**src/pkg/enhanced_timing_unit_steer_pkg.sv**
```systemverilog
// Constants, types and mode decoding shared by the output steering unit
package enhanced_timing_unit_steer_pkg;
  // Register indices on the plain register port
  localparam logic [2:0] ADDR_CONTROL = 3'h0;
  localparam logic [2:0] ADDR_DUTY_HIGH = 3'h1;
  localparam logic [2:0] ADDR_PERIOD = 3'h2;
  localparam logic [2:0] ADDR_DEAD_BAND = 3'h3;
  localparam logic [2:0] ADDR_VALUE_LOW = 3'h4;
  localparam logic [2:0] ADDR_VALUE_HIGH = 3'h5;
  localparam logic [2:0] ADDR_STATUS = 3'h6;
  // Field positions of the control and status registers
  localparam int STEER_MSB = 7;
  localparam int STEER_LSB = 6;
  localparam int DUTY_LOW_MSB = 5;
  localparam int DUTY_LOW_LSB = 4;
  localparam int MODE_MSB = 3;
  localparam int MODE_LSB = 0;
  localparam int STATUS_EVENT_BIT = 0;
  // Reset values
  localparam logic [7:0] CONTROL_RESET = 8'h00;
  localparam logic [7:0] DUTY_HIGH_RESET = 8'h00;
  localparam logic [7:0] PERIOD_RESET = 8'h00;
  localparam logic [6:0] DEAD_BAND_RESET = 7'h00;
  localparam logic [15:0] VALUE_RESET = 16'h0000;
  // Mode select codes
  localparam logic [3:0] MODE_OFF = 4'h0;
  localparam logic [3:0] MODE_CMP_TOGGLE = 4'h2;
  localparam logic [3:0] MODE_CAP_FALL = 4'h4;
  localparam logic [3:0] MODE_CAP_RISE = 4'h5;
  localparam logic [3:0] MODE_CAP_4TH = 4'h6;
  localparam logic [3:0] MODE_CAP_16TH = 4'h7;
  localparam logic [3:0] MODE_CMP_SET = 4'h8;
  localparam logic [3:0] MODE_CMP_CLEAR = 4'h9;
  localparam logic [3:0] MODE_CMP_SOFT = 4'hA;
  localparam logic [3:0] MODE_CMP_SPECIAL = 4'hB;
  // Output configuration codes
  localparam logic [1:0] STEER_SINGLE = 2'h0;
  localparam logic [1:0] STEER_FWD = 2'h1;
  localparam logic [1:0] STEER_HALF = 2'h2;
  localparam logic [1:0] STEER_REV = 2'h3;
  // Capture prescaler terminal counts (edges minus one)
  localparam logic [3:0] CAP_PRESCALE_4 = 4'h3;
  localparam logic [3:0] CAP_PRESCALE_16 = 4'hF;

  typedef enum logic [1:0] {KIND_OFF, KIND_CAPTURE, KIND_COMPARE, KIND_PWM} kind_t;

  // Broad operating kind from the mode select code
  function automatic kind_t unit_kind(input logic [3:0] mode);
    kind_t k;
    k = KIND_OFF;
    if (mode[3:2] == 2'h3) begin
      k = KIND_PWM;
    end else if (mode == MODE_CAP_FALL || mode == MODE_CAP_RISE ||
                 mode == MODE_CAP_4TH || mode == MODE_CAP_16TH) begin
      k = KIND_CAPTURE;
    end else if (mode == MODE_CMP_TOGGLE || mode[3:2] == 2'h2) begin
      k = KIND_COMPARE;
    end
    return k;
  endfunction
endpackage

```
**src/logic/dead_band_pair.sv**
```systemverilog
// Complementary pair generator with dead-band insertion
`timescale 1ns/1ps
`default_nettype none
module dead_band_pair
  import enhanced_timing_unit_steer_pkg::*;
(
  // Clock and reset
  input wire logic clock,
  input wire logic arst_n,
  // Control
  input wire logic clear,
  input wire logic [6:0] dead_band,
  // Waveform in, pair out
  input wire logic pwm_in,
  output logic a_on,
  output logic b_on
);
  typedef struct packed {
    logic [6:0] count;
    logic last;
    logic a_on;
    logic b_on;
  } db_state_t;

  db_state_t s_r;
  db_state_t s_nxt;

  // Both sides go off on every edge, so a slow driver never shoots through
  always_comb begin
    s_nxt = s_r;
    if (clear) begin
      s_nxt.count = 7'h00;
      s_nxt.last = pwm_in;
      s_nxt.a_on = 1'b0;
      s_nxt.b_on = 1'b0;
    end else if (pwm_in != s_r.last) begin
      s_nxt.last = pwm_in;
      s_nxt.a_on = 1'b0;
      s_nxt.b_on = 1'b0;
      s_nxt.count = dead_band;
    end else if (s_r.count != 7'h00) begin
      s_nxt.count = s_r.count - 7'h01;
    end else begin
      s_nxt.a_on = s_r.last;
      s_nxt.b_on = ~s_r.last;
    end
  end

  // State register
  always_ff @(posedge clock or negedge arst_n) begin
    if (!arst_n) begin
      s_r <= '0;
    end else begin
      s_r <= s_nxt;
    end
  end

  assign a_on = s_r.a_on;
  assign b_on = s_r.b_on;
endmodule
`default_nettype wire

```
**src/logic/enhanced_timing_unit_output_steer.sv**
```systemverilog
// Enhanced capture/compare/PWM unit with output steering and register port
`timescale 1ns/1ps
`default_nettype none
// Summary of operation
// - PWM single output: only A modulated, B, C, D left to port pins.
// - PWM forward bridge: D modulated, A active, B and C inactive.
// - PWM half bridge: A and B complementary with dead band; C, D port pins.
// - Control bits 5-4 are duty-cycle low bits, ignored in capture mode.
// - Mode 0000 switches everything off and resets the unit.
// - Mode 0111 captures on every sixteenth rising capture edge.
module enhanced_timing_unit_output_steer
  import enhanced_timing_unit_steer_pkg::*;
(
  // Clock and reset
  input wire logic clock,
  input wire logic arst_n,
  // Register port
  input wire logic [2:0] address,
  input wire logic [7:0] write_data,
  input wire logic write_strobe,
  input wire logic read_strobe,
  output logic [7:0] read_data,
  // Capture pin
  input wire logic capture_in,
  // Steered outputs, drive enables low while the unit owns the pin
  output logic pwm_out_a,
  output logic pwm_out_b,
  output logic pwm_out_c,
  output logic pwm_out_d,
  output logic [3:0] drive_n
);
  typedef struct packed {
    logic [7:0] control;
    logic [7:0] duty_high;
    logic [7:0] period;
    logic [6:0] dead_band;
    logic [15:0] value;
    logic [15:0] timer;
    logic [9:0] pwm_count;
    logic [2:0] sync;
    logic cap_level;
    logic [3:0] cap_pre;
    logic cmp_out;
    logic event_flag;
    logic [3:0] pins;
    logic [3:0] drive_n;
    logic [7:0] rdata;
  } state_t;

  state_t s_r;
  state_t s_nxt;
  logic [3:0] mode;
  logic [1:0] steer;
  logic [1:0] duty_low;
  kind_t kind;
  logic inv_ac;
  logic inv_bd;
  logic stable;
  logic rise;
  logic fall;
  logic pwm_raw;
  logic db_a;
  logic db_b;
  logic db_clear;

  ////////////////////////////////////////////////////////////////////////////
  // Decode of the control register
  assign mode = s_r.control[MODE_MSB:MODE_LSB];
  assign steer = s_r.control[STEER_MSB:STEER_LSB];
  assign duty_low = s_r.control[DUTY_LOW_MSB:DUTY_LOW_LSB];
  assign kind = unit_kind(mode);
  // Polarity bits only mean something in PWM
  assign inv_ac = (kind == KIND_PWM) && mode[1];
  assign inv_bd = (kind == KIND_PWM) && mode[0];
  // Capture pin counts only once two later stages agree
  assign stable = (s_r.sync[1] == s_r.sync[2]);
  assign rise = stable && s_r.sync[2] && !s_r.cap_level;
  assign fall = stable && !s_r.sync[2] && s_r.cap_level;
  assign pwm_raw = (kind == KIND_PWM) && (s_r.pwm_count < {s_r.duty_high, duty_low});
  assign db_clear = !((kind == KIND_PWM) && (steer == STEER_HALF));

  ////////////////////////////////////////////////////////////////////////////
  // Dead-band pair for the half bridge
  dead_band_pair u_dead_band (
    .clock(clock),
    .arst_n(arst_n),
    .clear(db_clear),
    .dead_band(s_r.dead_band),
    .pwm_in(pwm_raw),
    .a_on(db_a),
    .b_on(db_b)
  );

  ////////////////////////////////////////////////////////////////////////////
  // Next-state logic
  always_comb begin
    s_nxt = s_r;
    s_nxt.rdata = 8'h00;
    s_nxt.sync = {s_r.sync[1:0], capture_in};
    if (stable) begin
      s_nxt.cap_level = s_r.sync[2];
    end
    // Time base and waveform counter
    s_nxt.timer = s_r.timer + 16'h0001;
    if (kind == KIND_PWM) begin
      if (s_r.pwm_count == {s_r.period, 2'h3}) begin
        s_nxt.pwm_count = 10'h000;
      end else begin
        s_nxt.pwm_count = s_r.pwm_count + 10'h001;
      end
    end
    // Status clear goes first so that an event in the same cycle overrides it
    if (write_strobe && address == ADDR_STATUS && write_data[STATUS_EVENT_BIT]) begin
      s_nxt.event_flag = 1'b0;
    end
    if (kind == KIND_CAPTURE) begin
      if ((mode == MODE_CAP_FALL && fall) || (mode == MODE_CAP_RISE && rise)) begin
        s_nxt.value = s_r.timer;
        s_nxt.event_flag = 1'b1;
      end else if ((mode == MODE_CAP_4TH || mode == MODE_CAP_16TH) && rise) begin
        if (s_r.cap_pre == ((mode == MODE_CAP_4TH) ? CAP_PRESCALE_4 : CAP_PRESCALE_16)) begin
          s_nxt.cap_pre = 4'h0;
          s_nxt.value = s_r.timer;
          s_nxt.event_flag = 1'b1;
        end else begin
          s_nxt.cap_pre = s_r.cap_pre + 4'h1;
        end
      end
    end
    // Compare match actions
    if (kind == KIND_COMPARE && s_r.timer == s_r.value) begin
      s_nxt.event_flag = 1'b1;
      unique case (mode)
        MODE_CMP_SET: s_nxt.cmp_out = 1'b1;
        MODE_CMP_CLEAR: s_nxt.cmp_out = 1'b0;
        MODE_CMP_TOGGLE: s_nxt.cmp_out = ~s_r.cmp_out;
        MODE_CMP_SPECIAL: s_nxt.timer = 16'h0000;
        default: s_nxt.cmp_out = s_r.cmp_out;
      endcase
    end
    // Register writes; a status write of one clears the event, a new event wins
    if (write_strobe) begin
      unique case (address)
        ADDR_CONTROL: s_nxt.control = write_data;
        ADDR_DUTY_HIGH: s_nxt.duty_high = write_data;
        ADDR_PERIOD: s_nxt.period = write_data;
        ADDR_DEAD_BAND: s_nxt.dead_band = write_data[6:0];
        ADDR_VALUE_LOW: s_nxt.value[7:0] = write_data;
        ADDR_VALUE_HIGH: s_nxt.value[15:8] = write_data;
        // Clear already taken above the event logic
        ADDR_STATUS: s_nxt.event_flag = s_nxt.event_flag;
        default: s_nxt.control = s_nxt.control;
      endcase
    end
    // Register reads, unmapped addresses answer zero
    if (read_strobe) begin
      unique case (address)
        ADDR_CONTROL: s_nxt.rdata = s_r.control;
        ADDR_DUTY_HIGH: s_nxt.rdata = s_r.duty_high;
        ADDR_PERIOD: s_nxt.rdata = s_r.period;
        ADDR_DEAD_BAND: s_nxt.rdata = {1'b0, s_r.dead_band};
        ADDR_VALUE_LOW: s_nxt.rdata = s_r.value[7:0];
        ADDR_VALUE_HIGH: s_nxt.rdata = s_r.value[15:8];
        ADDR_STATUS: s_nxt.rdata = {6'h00, s_r.cap_level, s_r.event_flag};
        default: s_nxt.rdata = 8'h00;
      endcase
    end
    // unit held at reset while switched off
    if (kind == KIND_OFF) begin
      s_nxt.timer = 16'h0000;
      s_nxt.pwm_count = 10'h000;
      s_nxt.cap_pre = 4'h0;
      s_nxt.cmp_out = 1'b0;
    end
    // Output steering; bit 0 is A up to bit 3 for D
    unique case (kind)
      KIND_PWM: begin
        unique case (steer)
          STEER_SINGLE: begin
            s_nxt.pins = {inv_bd, inv_ac, inv_bd, pwm_raw ^ inv_ac};
            s_nxt.drive_n = 4'hE;
          end
          STEER_FWD: begin
            s_nxt.pins = {pwm_raw ^ inv_bd, inv_ac, inv_bd, ~inv_ac};
            s_nxt.drive_n = 4'h0;
          end
          STEER_HALF: begin
            s_nxt.pins = {inv_bd, inv_ac, db_b ^ inv_bd, db_a ^ inv_ac};
            s_nxt.drive_n = 4'hC;
          end
          STEER_REV: begin
            s_nxt.pins = {inv_bd, ~inv_ac, pwm_raw ^ inv_bd, inv_ac};
            s_nxt.drive_n = 4'h0;
          end
        endcase
      end
      KIND_COMPARE: begin
        s_nxt.pins = {3'h0, s_r.cmp_out};
        s_nxt.drive_n = 4'hE;
      end
      // capture listens on A, so nothing is driven
      KIND_CAPTURE: begin
        s_nxt.pins = 4'h0;
        s_nxt.drive_n = 4'hF;
      end
      KIND_OFF: begin
        s_nxt.pins = 4'h0;
        s_nxt.drive_n = 4'hF;
      end
    endcase
  end

  ////////////////////////////////////////////////////////////////////////////
  // State register
  always_ff @(posedge clock or negedge arst_n) begin
    if (!arst_n) begin
      s_r <= '{control: CONTROL_RESET, duty_high: DUTY_HIGH_RESET, period: PERIOD_RESET,
               dead_band: DEAD_BAND_RESET, value: VALUE_RESET, drive_n: 4'hF, default: '0};
    end else begin
      s_r <= s_nxt;
    end
  end

  assign read_data = s_r.rdata;
  assign pwm_out_a = s_r.pins[0];
  assign pwm_out_b = s_r.pins[1];
  assign pwm_out_c = s_r.pins[2];
  assign pwm_out_d = s_r.pins[3];
  assign drive_n = s_r.drive_n;
endmodule
`default_nettype wire

```
**config.mk**
```make
export PLATFORM = sky130hd
export DESIGN_NAME = enhanced_timing_unit_output_steer
export DESIGN_NICKNAME = d
export VERILOG_FILES = /design/src/pkg/enhanced_timing_unit_steer_pkg.sv /design/src/logic/dead_band_pair.sv /design/src/logic/enhanced_timing_unit_output_steer.sv
export SDC_FILE = /design/constraint.sdc
export NUM_CORES = 1
export LEC_CHECK = 0
export ABC_AREA = 1
export BUFFER_PORTS_ARGS = -buffer_cell sky130_fd_sc_hd__buf_2
export CAP_MARGIN = 25
export CORE_UTILIZATION = 52
export DETAILED_ROUTE_END_ITERATION = 10
export PLACE_DENSITY = 0.79
export SYNTH_ARGS = -nofsm -noshare
export SYNTH_HDL_FRONTEND = slang
export SYNTH_SLANG_ARGS = --single-unit
```
**constraint.sdc**
```tcl
create_clock -name clock -period 7.1 [get_ports clock]
set_clock_uncertainty 0.1 [all_clocks]
set_input_delay 0.355 -clock clock [delete_from_list [all_inputs] [get_ports clock]]
set_output_delay 0.355 -clock clock [all_outputs]
set_load 0.03 [all_outputs]
```
After elaboration in Yosys (flattened, before gate mapping) --
Cells that the tools add are included.
Cells by class: bitwise logic cells 7, equal/unequal tests 31, add/subtract/negate cells 4, order comparisons 1, reduce and logical (&&, ||, !) cells 38, muxes and demuxes 38
Operators with widths (count):
- $mux W16 | 7
- $pmux W8 S7 | 1
- $pmux W8 S4 | 1
- $mux W10 | 3
- $mux W26 | 1
- $mux W8 | 3
- $pmux W8 S3 | 1
- $mux W4 | 5
- $add A16 B1 Y16 const B | 1
- $eq A16 B16 Y1 | 1
- $eq A4 B3 Y1 const B | 4
- $logic_and A1 B1 Y1 | 14
- $mux W7 | 2
- $eq A2 B2 Y1 const B | 6
- $eq A4 B4 Y1 const B | 3
- $mux W2 | 6
- $add A10 B1 Y10 const B | 1
- $eq A10 B10 Y1 | 1
- $lt A10 B10 Y1 | 1
- $reduce_and A2 Y1 | 5
- $eq A3 B3 Y1 const B | 3
- $reduce_bool A2 Y1 | 4
- $reduce_bool A7 Y1 | 1
- $sub A7 B1 Y7 const B | 1
- other kinds (23) | 43
Storage, ports and cells: output and inout port bits 16, register bits 109

Longest topological paths before layout --
Gate-level depths: netlist (run 1).
word-level depth 11, depth in mapped cells 14, mapped depth without buffers 13

Modules after synthesis --
A second synthesis (run 1) with hierarchy kept.
Second synthesis, totals: cells, all modules 844, area total of the unflattened synthesis 6307.3 sq um
By module, submodules not included:
- enhanced_timing_unit_output_steer | times used 1, sequential area each 2456.1 sq um, area each 5617.9 sq um, cells each 754
- dead_band_pair | times used 1, sequential area each 250.2 sq um, area each 689.4 sq um, cells each 90

Worst setup path before layout (run 1) --
Ideal clock, no wire load.
path type register to register, from register s_r[30] (netlist name), to register u_dead_band.s_r[7] (netlist name), library setup time 0.130 ns, required time 6.870 ns, slack 4.767 ns, period minus slack after synthesis 2.333 ns, cell stages (with the launch flop) 14, data arrival time 2.103 ns, cells stage by stage dfrtp_1 -> ha_1 -> nand2_1 -> inv_1 -> nand2_1 -> nand2_1 -> nand2_1 -> nand3_1 -> ha_1 -> inv_1 -> clkbuf_1 -> o21ai_0 -> a21oi_1 -> nor3_1
On the way: longest elaborated chain between the ends 5, elaborated cells on any way between the ends 6
Ends and longest elaborated chain:
- start, declared | line enhanced_timing_unit_output_steer.sv:50 | state_t s_r;
- start signal, assigned | line enhanced_timing_unit_output_steer.sv:217 | s_r <= '{control: CONTROL_RESET, duty_high: DUTY_HIGH_RESET, period: PERIOD_RESET,
- start signal, assigned | line enhanced_timing_unit_output_steer.sv:220 | s_r <= s_nxt;
- $lt A10 B10 Y1 (*) | line enhanced_timing_unit_output_steer.sv:79 | assign pwm_raw = (kind == KIND_PWM) && (s_r.pwm_count < {s_r.duty_high, duty_low});
- $logic_and A1 B1 Y1 (*) | line enhanced_timing_unit_output_steer.sv:79
- $ne A1 B1 Y1 (*) | line dead_band_pair.sv:36 | end else if (pwm_in != s_r.last) begin
- $mux W7 | line dead_band_pair.sv:36
- $mux W10 | line dead_band_pair.sv:31 | if (clear) begin
- end signal, assigned | line dead_band_pair.sv:54 | s_r <= s_nxt;
- end, declared | line dead_band_pair.sv:25 | db_state_t s_r;
Mark *: on every way between the ends. The rest lies on a longest branch, timed or not. A chain may end at the register's enable or synchronous reset.

Worst setup path in the final report (run 1) --
Same ends and word-level chain as after synthesis.

==> flow_metrics.tcl, run 1 <==
set metrics [dict create \
    status "finished with violations" \
    violations "DRC" \
    ys_ff_latch 108 \
    netlist_top_cells_count "nand2_1 (252), inv_1 (119), dfrtp_1 (105)" \
    drtIter0Drc 518 \
    dpl.hpwl_um 11100 \
    start_util_pct 53.8 \
    design.die.area_mm2 0.0124 \
    whs_ns 0.146 \
    period_minus_slack_ns 2.58 \
    min_path_cells 3 \
    hp-class "in2reg" \
    ios 32 \
    cap_viol_max_count 0 \
    die_h_um 111 \
    clk_latency_ns 0.36 \
    syn_avg_cell_area_um2 7.46 \
    ctsResizeCount 0 \
    worstRegToRegCells 12 \
    synthToLayoutAreaGrowth_pct 7.80 \
    synth_seq_area_share_pct 43.5 \
    rsz0062_at_grt "no" \
    worstSetupPathType "reg2reg" \
    via_count 5358 \
    peakVddDrop_mv 0.177 \
    io_buffers 31 \
    drc 11 \
    synth_top_area_share_pct 42.2 \
    core_area_mm2 0.0116 \
    grt_first_pass_wirelength_um 24400 \
    clkTransAtPathRegs_ns 0.07 \
    clockBufferDepth 2 \
    r2r_slack_ns 4.52 \
    r2r_end "u_dead_band.s_r[7]" \
    min_to "s_r[53]" \
    setup_viol 0 \
    synth_fp_nets 868 \
    cts_buffers 9 \
    root_buffer "clkbuf_16" \
    post-route-period-util_pct 36.3 \
    syn_inst 834 \
    grt_pass1_vias 4988 \
    arrival_ns 2.71 \
    cts_tree "yes" \
    cts_setup_buffers 0 \
    setup_ws_ns 4.52 \
    gp_congestion 0.937 \
    fp.dieW_um 111 \
    multiInputGateArea_mm2 0.00288 \
    synth.area.top_cells "dfrtp_1 (42%), nand2_1 (15%), inv_1 (7.2%)" \
    worstSetupStartpointType "flip-flop" \
    finalNetCount 887 \
    fin_area_mm2 0.00671 \
    grt_antenna_before_repair 0 \
    hold_viol_final 0 \
    overflow 0 \
    grt_util_all_layers_pct 25.1 \
    avgRoutedWirePerCell_um 14.6 \
    firstDrtPassIters 8 \
    h-tree-depth 3 \
    synth_edf_count 0 \
    place_area_mm2 0.00639 \
    finalSetupTns_ns 0 \
    ff_latch_area_mm2 0.00271 \
    synth_ff_type "dfrtp_1" \
    place_ws_ns 4.58 \
    synth.most_common_cell "nand2_1" \
    diodes 0 \
    grt_max_degree 61 \
    ant_nets 0 \
    fp-row-count 39 \
    worstPathMaxFanout 11 \
    power.density_mw_per_mm2 262 \
    fmax_ghz 0.388 \
    relSlewSlack_pct 49.4 \
    nFillCells 1034 \
    worst_pin_slew_ns 0.759 \
    cts_sinks 108 \
    p_leak_nw 3.39 \
    yosys_warnings 0 \
    hp-start "write_data[1]" \
    r2r_start "s_r[30]" \
    drive_gt1_share_pct 9.32 \
    required_ns 7.23 \
    final_max_slew_viol_count 0 \
    hold_buffers 2 \
    finalPower_mw 1.76 \
    avgViaCountPerCell 5.35 \
    yosysUniqueCellTypes 43 \
    wl_um 14600 \
    synthArstFlopShare_pct 100 \
    syn_area_mm2 0.00622 \
    synth_top_cell_by_area "dfrtp_1" \
    endpoint_kind "flip-flop" \
]
how the worst max path moves through the flow:
stage            start                 end  slack (ns)  cells after the start
2_1_floorplan  s_r[30]  u_dead_band.s_r[7]        4.77                     13
3_3_place_gp   s_r[30]  u_dead_band.s_r[6]        4.67                     12
3_5_place_dp   s_r[30]  u_dead_band.s_r[6]        4.58                     12
4_1_cts        s_r[30]  u_dead_band.s_r[6]        4.55                     12
5_1_grt        mode[3]  u_dead_band.s_r[6]        4.26                     10
6_report       s_r[30]  u_dead_band.s_r[7]        4.52                     12
state kept, by name, indices dropped and copies added (netlist names), 2 cells and up:
name and flops:
drive_n 3, u_dead_band.s_r 8, s_r 75, duty_low 2
read_data 8, s_nxt 2, mode 4
layout by cell type (no fill, tap or decap), drive strengths merged, types with 2 or more instances in the layout:
master,synthesis,routed
nand2,257,257
inv,122,123
dfrtp,105,105
nor2,74,74
o21ai,70,70
nand3,55,55
buf,19,32
a21oi,21,21
ha,18,18
xor2,17,17
nand4,15,15
nor3,15,15
o22ai,14,14
clkbuf,7,9
xnor2,5,5
clkinv,0,5
a211oi,3,3
dfstp,3,3
and2,2,2
o211ai,2,2
nand3b,2,2
dlygate4sd3,0,2
worst max-delay path: stages (launching register included):
cell and delay [ns]:
dfrtp_1 0.45, ha_1 0.32, nand2_1 0.08, inv_1 0.04, nand2_1 0.05, nand2_1 0.05, nand2_1 0.06, nand3_1 0.20
ha_1 0.47, inv_1 0.26, o21ai_0 0.15, a21oi_1 0.14, nor3_1 0.07
layout make-up:
type                       instances  share of cell area, %
inverter                         122                   6.83
timing repair buffer              34                   2.76
clock buffer                       9                   3.36
sequential                       108                   40.3
multi-input combinational        578                   42.9
clock inverter                     7                   1.12
tap                              143                   2.67
logic make-up after synthesis:
group / share of synthesized area, %
AOI/OAI and AO/OA: 10.3
xor gates and xnor gates: 3.10
adders and majority gates: 3.62
buffers and inverters: 10.2
DFF: 43.5
and+or+nand+nor: 29.3
through the flow:
stage,std cells,utilization (%)
finish,1001,58.0
detailed placement,983,55.2
global route,1001,58.0
CTS,1001,58.0
global placement,983,55.2
floorplan,834,-
power by group:
part | switching [mW] | internal, mW
Combinational | 0.303 | 0.153
Sequential | 0.0848 | 0.710
Clock | 0.229 | 0.275
Total | 0.617 | 1.14
routing by layer:
metal	up-vias	global-route usage, %	part of all wire [%]
met5	-	0	0
met1	2457	35.2	46
li1	2683	-	-
met2	186	38.3	45
met4	0	9.01	2.3
met3	32	5.72	6.3
No activity file was read; power rests on OpenSTA's default activity.
==> run 2, diff against run 1 <==
--- a/config.mk
+++ b/config.mk
@@ -5,12 +5,12 @@
 export SDC_FILE = /design/constraint.sdc
 export NUM_CORES = 1
 export LEC_CHECK = 0
-export ABC_AREA = 1
+export ABC_AREA = 0
 export BUFFER_PORTS_ARGS = -buffer_cell sky130_fd_sc_hd__buf_2
 export CAP_MARGIN = 25
 export CORE_UTILIZATION = 52
 export DETAILED_ROUTE_END_ITERATION = 10
-export PLACE_DENSITY = 0.79
+export PLACE_DENSITY = 0.8
 export SYNTH_ARGS = -nofsm -noshare
 export SYNTH_HDL_FRONTEND = slang
 export SYNTH_SLANG_ARGS = --single-unit
==> constraint.sdc (replaced) <==
create_clock -name clock -period 2.7 [get_ports clock]
set_clock_uncertainty 0.1 [all_clocks]
set_input_delay 0.135 -clock clock [delete_from_list [all_inputs] [get_ports clock]]
set_output_delay 0.135 -clock clock [all_outputs]
set_load 0.03 [all_outputs]
==> flow_metrics.tcl, run 2 <==
set metrics [dict create \
    status "finished clean" \
    h-tree-depth 3 \
    cts_tree "yes" \
    worst_pin_slew_ns 0.838 \
    grt_max_degree 40 \
    finalNetCount 661 \
    worstPathCellList "ha_1, a21o_1, a21o_1, a21oi_2, o31ai_2, nor2_1, inv_1, ha_4, buf_6, nor2_1, nand2_1, o31ai_1" \
    fin_area_mm2 0.00659 \
    io_buffers 31 \
    drive_gt1_share_pct 17.9 \
    min_path_cells 3 \
    fmax_ghz 0.391 \
    avgViaCountPerCell 6.01 \
    via_count 4642 \
    startpoint "s_r[33]" \
    overflow 0 \
    peakVddDrop_mv 0.488 \
    finalPower_mw 4.82 \
    synth.area.top_cells "dfrtp_1 (45%), mux2i_1 (5.3%), xnor2_1 (4.6%)" \
    clkTransAtPathRegs_ns 0.06 \
    cp-endpoint "u_dead_band.s_r[2]" \
    setup_viol 0 \
    period_minus_slack_ns 2.55 \
    worstPathMaxFanout 15 \
    root_buffer "clkbuf_16" \
    drtIter0Drc 380 \
    synth_top_cell_by_area "dfrtp_1" \
    cpPeakStageDelay_ns 0.40 \
    grt_antenna_before_repair 0 \
    yosysUniqueCellTypes 57 \
    arrival_ns 2.71 \
    clockBufferDepth 2 \
    firstDrtPassIters 5 \
    r2r_start "s_r[33]" \
    largest_reg_flops 75 \
    cp_slowest_cell "dfrtp_1" \
    synth_seq_area_share_pct 45.8 \
    hp-class "in2reg" \
    final_max_slew_viol_count 0 \
    final_cell_mix "dfrtp_1 (105), nor2_1 (63), nand2_1 (50)" \
    ios 32 \
    cts_sinks 108 \
    r2r_slack_ns 0.15 \
    layout_commonest_cell "dfrtp_1" \
    dpl.hpwl_um 10200 \
    worstSetupStartpointType "flip-flop" \
    synthToLayoutAreaGrowth_pct 11.6 \
    syn_avg_cell_area_um2 10.0 \
    worstRegToRegCells 12 \
    synthArstFlopShare_pct 100 \
    start_util_pct 54.0 \
    syn_area_mm2 0.00590 \
    avgRoutedWirePerCell_um 18.5 \
    ant_nets 0 \
    netlist_top_cells_count "dfrtp_1 (105), nor2_1 (63), nand2_1 (50)" \
    endpoint_kind "flip-flop" \
    required_ns 2.86 \
    worstSetupPathType "reg2reg" \
    synth_ff_type "dfrtp_1" \
    grt_pass1_vias 4509 \
    post-route-period-util_pct 94.6 \
    grt_first_pass_wirelength_um 22900 \
    ys_ff_latch 108 \
    p_leak_nw 3.07 \
    place_area_mm2 0.00619 \
    hold_viol_final 0 \
    diodes 0 \
    synth_top_area_share_pct 44.5 \
    clk_latency_ns 0.36 \
    grt_util_all_layers_pct 26.0 \
    wl_um 14300 \
    fin_util_pct 60.2 \
    yosys_warnings 0 \
    r2r_end "u_dead_band.s_r[2]" \
    cts_buffers 9 \
    core_area_mm2 0.0109 \
    design.die.area_mm2 0.0118 \
    fp-row-count 38 \
    die_h_um 109 \
    synth.most_common_cell "dfrtp_1" \
    syn_inst 588 \
    cap_viol_max_count 0 \
    drc 0 \
    fp.dieW_um 109 \
    synth_edf_count 0 \
    largest-register "s_r" \
    power.density_mw_per_mm2 732 \
    synth_fp_nets 622 \
    gp_congestion 0.893 \
    relSlewSlack_pct 43.6 \
]
## run 2: cell types whose count changed after synthesis, sizes merged, moves of 22 or more
cell / delta
mux2i: +31
mux2: +22
inv: -102
nand2: -207
o21ai: -29
nand3: -34
xnor2: +26
## run 2: power by group
part	internal, mW	switching, mW
clock	0.648	0.572
sequential	1.90	0.331
combinational	0.630	0.738
## run 2: cells by family (layout without fill, tap and decap cells)
group,after synthesis,in the layout,synth area share [%]
mux,58,58,11.4
simple gates,205,205,17.0
buf+inv,54,98,4.96
fa+ha+maj,18,18,3.82
xor+xnor,46,46,6.82
flops,108,108,45.8
compound gates,99,99,10.2
## run 2: area by class of cell
| class | instances | area [um^2] |
|---|---|---|
| clock buffer | 13 | 250 |
| clock inverter | 3 | 15.0 |
| fill | 888 | 4350 |
| inverter | 20 | 75.1 |
| multi-input combinational | 426 | 2950 |
| sequential | 108 | 2710 |
| tap | 140 | 175 |
| timing repair buffer | 62 | 412 |
## run 2: repair_timing
item / in CTS / in global routing
setup buffers: 0 / 2
setup endpoints to repair: 2 / 10
pin swaps: 0 / 2
gates resized for setup: 1 / 7
hold buffers: 7 / 0
endpoints found under the hold margin: 48 / 0
## run 2: worst min path at each step
stage	startpoint	endpoint	slack (ns)
floorplan	arst_n	duty_low[0]	-0.26
finish	write_data[6]	s_r[89]	0.009
global route	write_data[1]	s_r[53]	0.01
global placement	arst_n	s_r[88]	0.05
detailed placement	arst_n	s_r[80]	0.05
CTS	write_data[3]	s_r[55]	0.004
## run 2: worst max-delay path, delay by kind of cell (launching register included)
kind	cells	cell delay, ns
flops	1	0.40
fa+ha+maj	2	0.59
simple gates	3	0.42
buf+inv	2	0.25
compound gates	5	0.71
## run 2: per-stage QoR
stage               hold WS (ns)  setup TNS (ns)  cells  setup WS (ns)
global placement          0.0494               0    747          0.152
global route              0.0119         -0.0216    772        -0.0216
floorplan                 -0.261               0    588         0.0451
detailed placement        0.0500         -0.0182    747        -0.0182
finish                   0.00883               0    772          0.145
CTS                      0.00371        -0.00946    770       -0.00946
## run 2: per-layer routing
metal	GRT usage (%)	share of wire (%)	up-vias	routed length [um]
met5	0	0	-	0
met4	8.30	2.0	0	279
met3	7.41	8.2	31	1180
met2	41.4	48	226	6870
met1	34.2	42	2281	5980
li1	-	-	2104	-
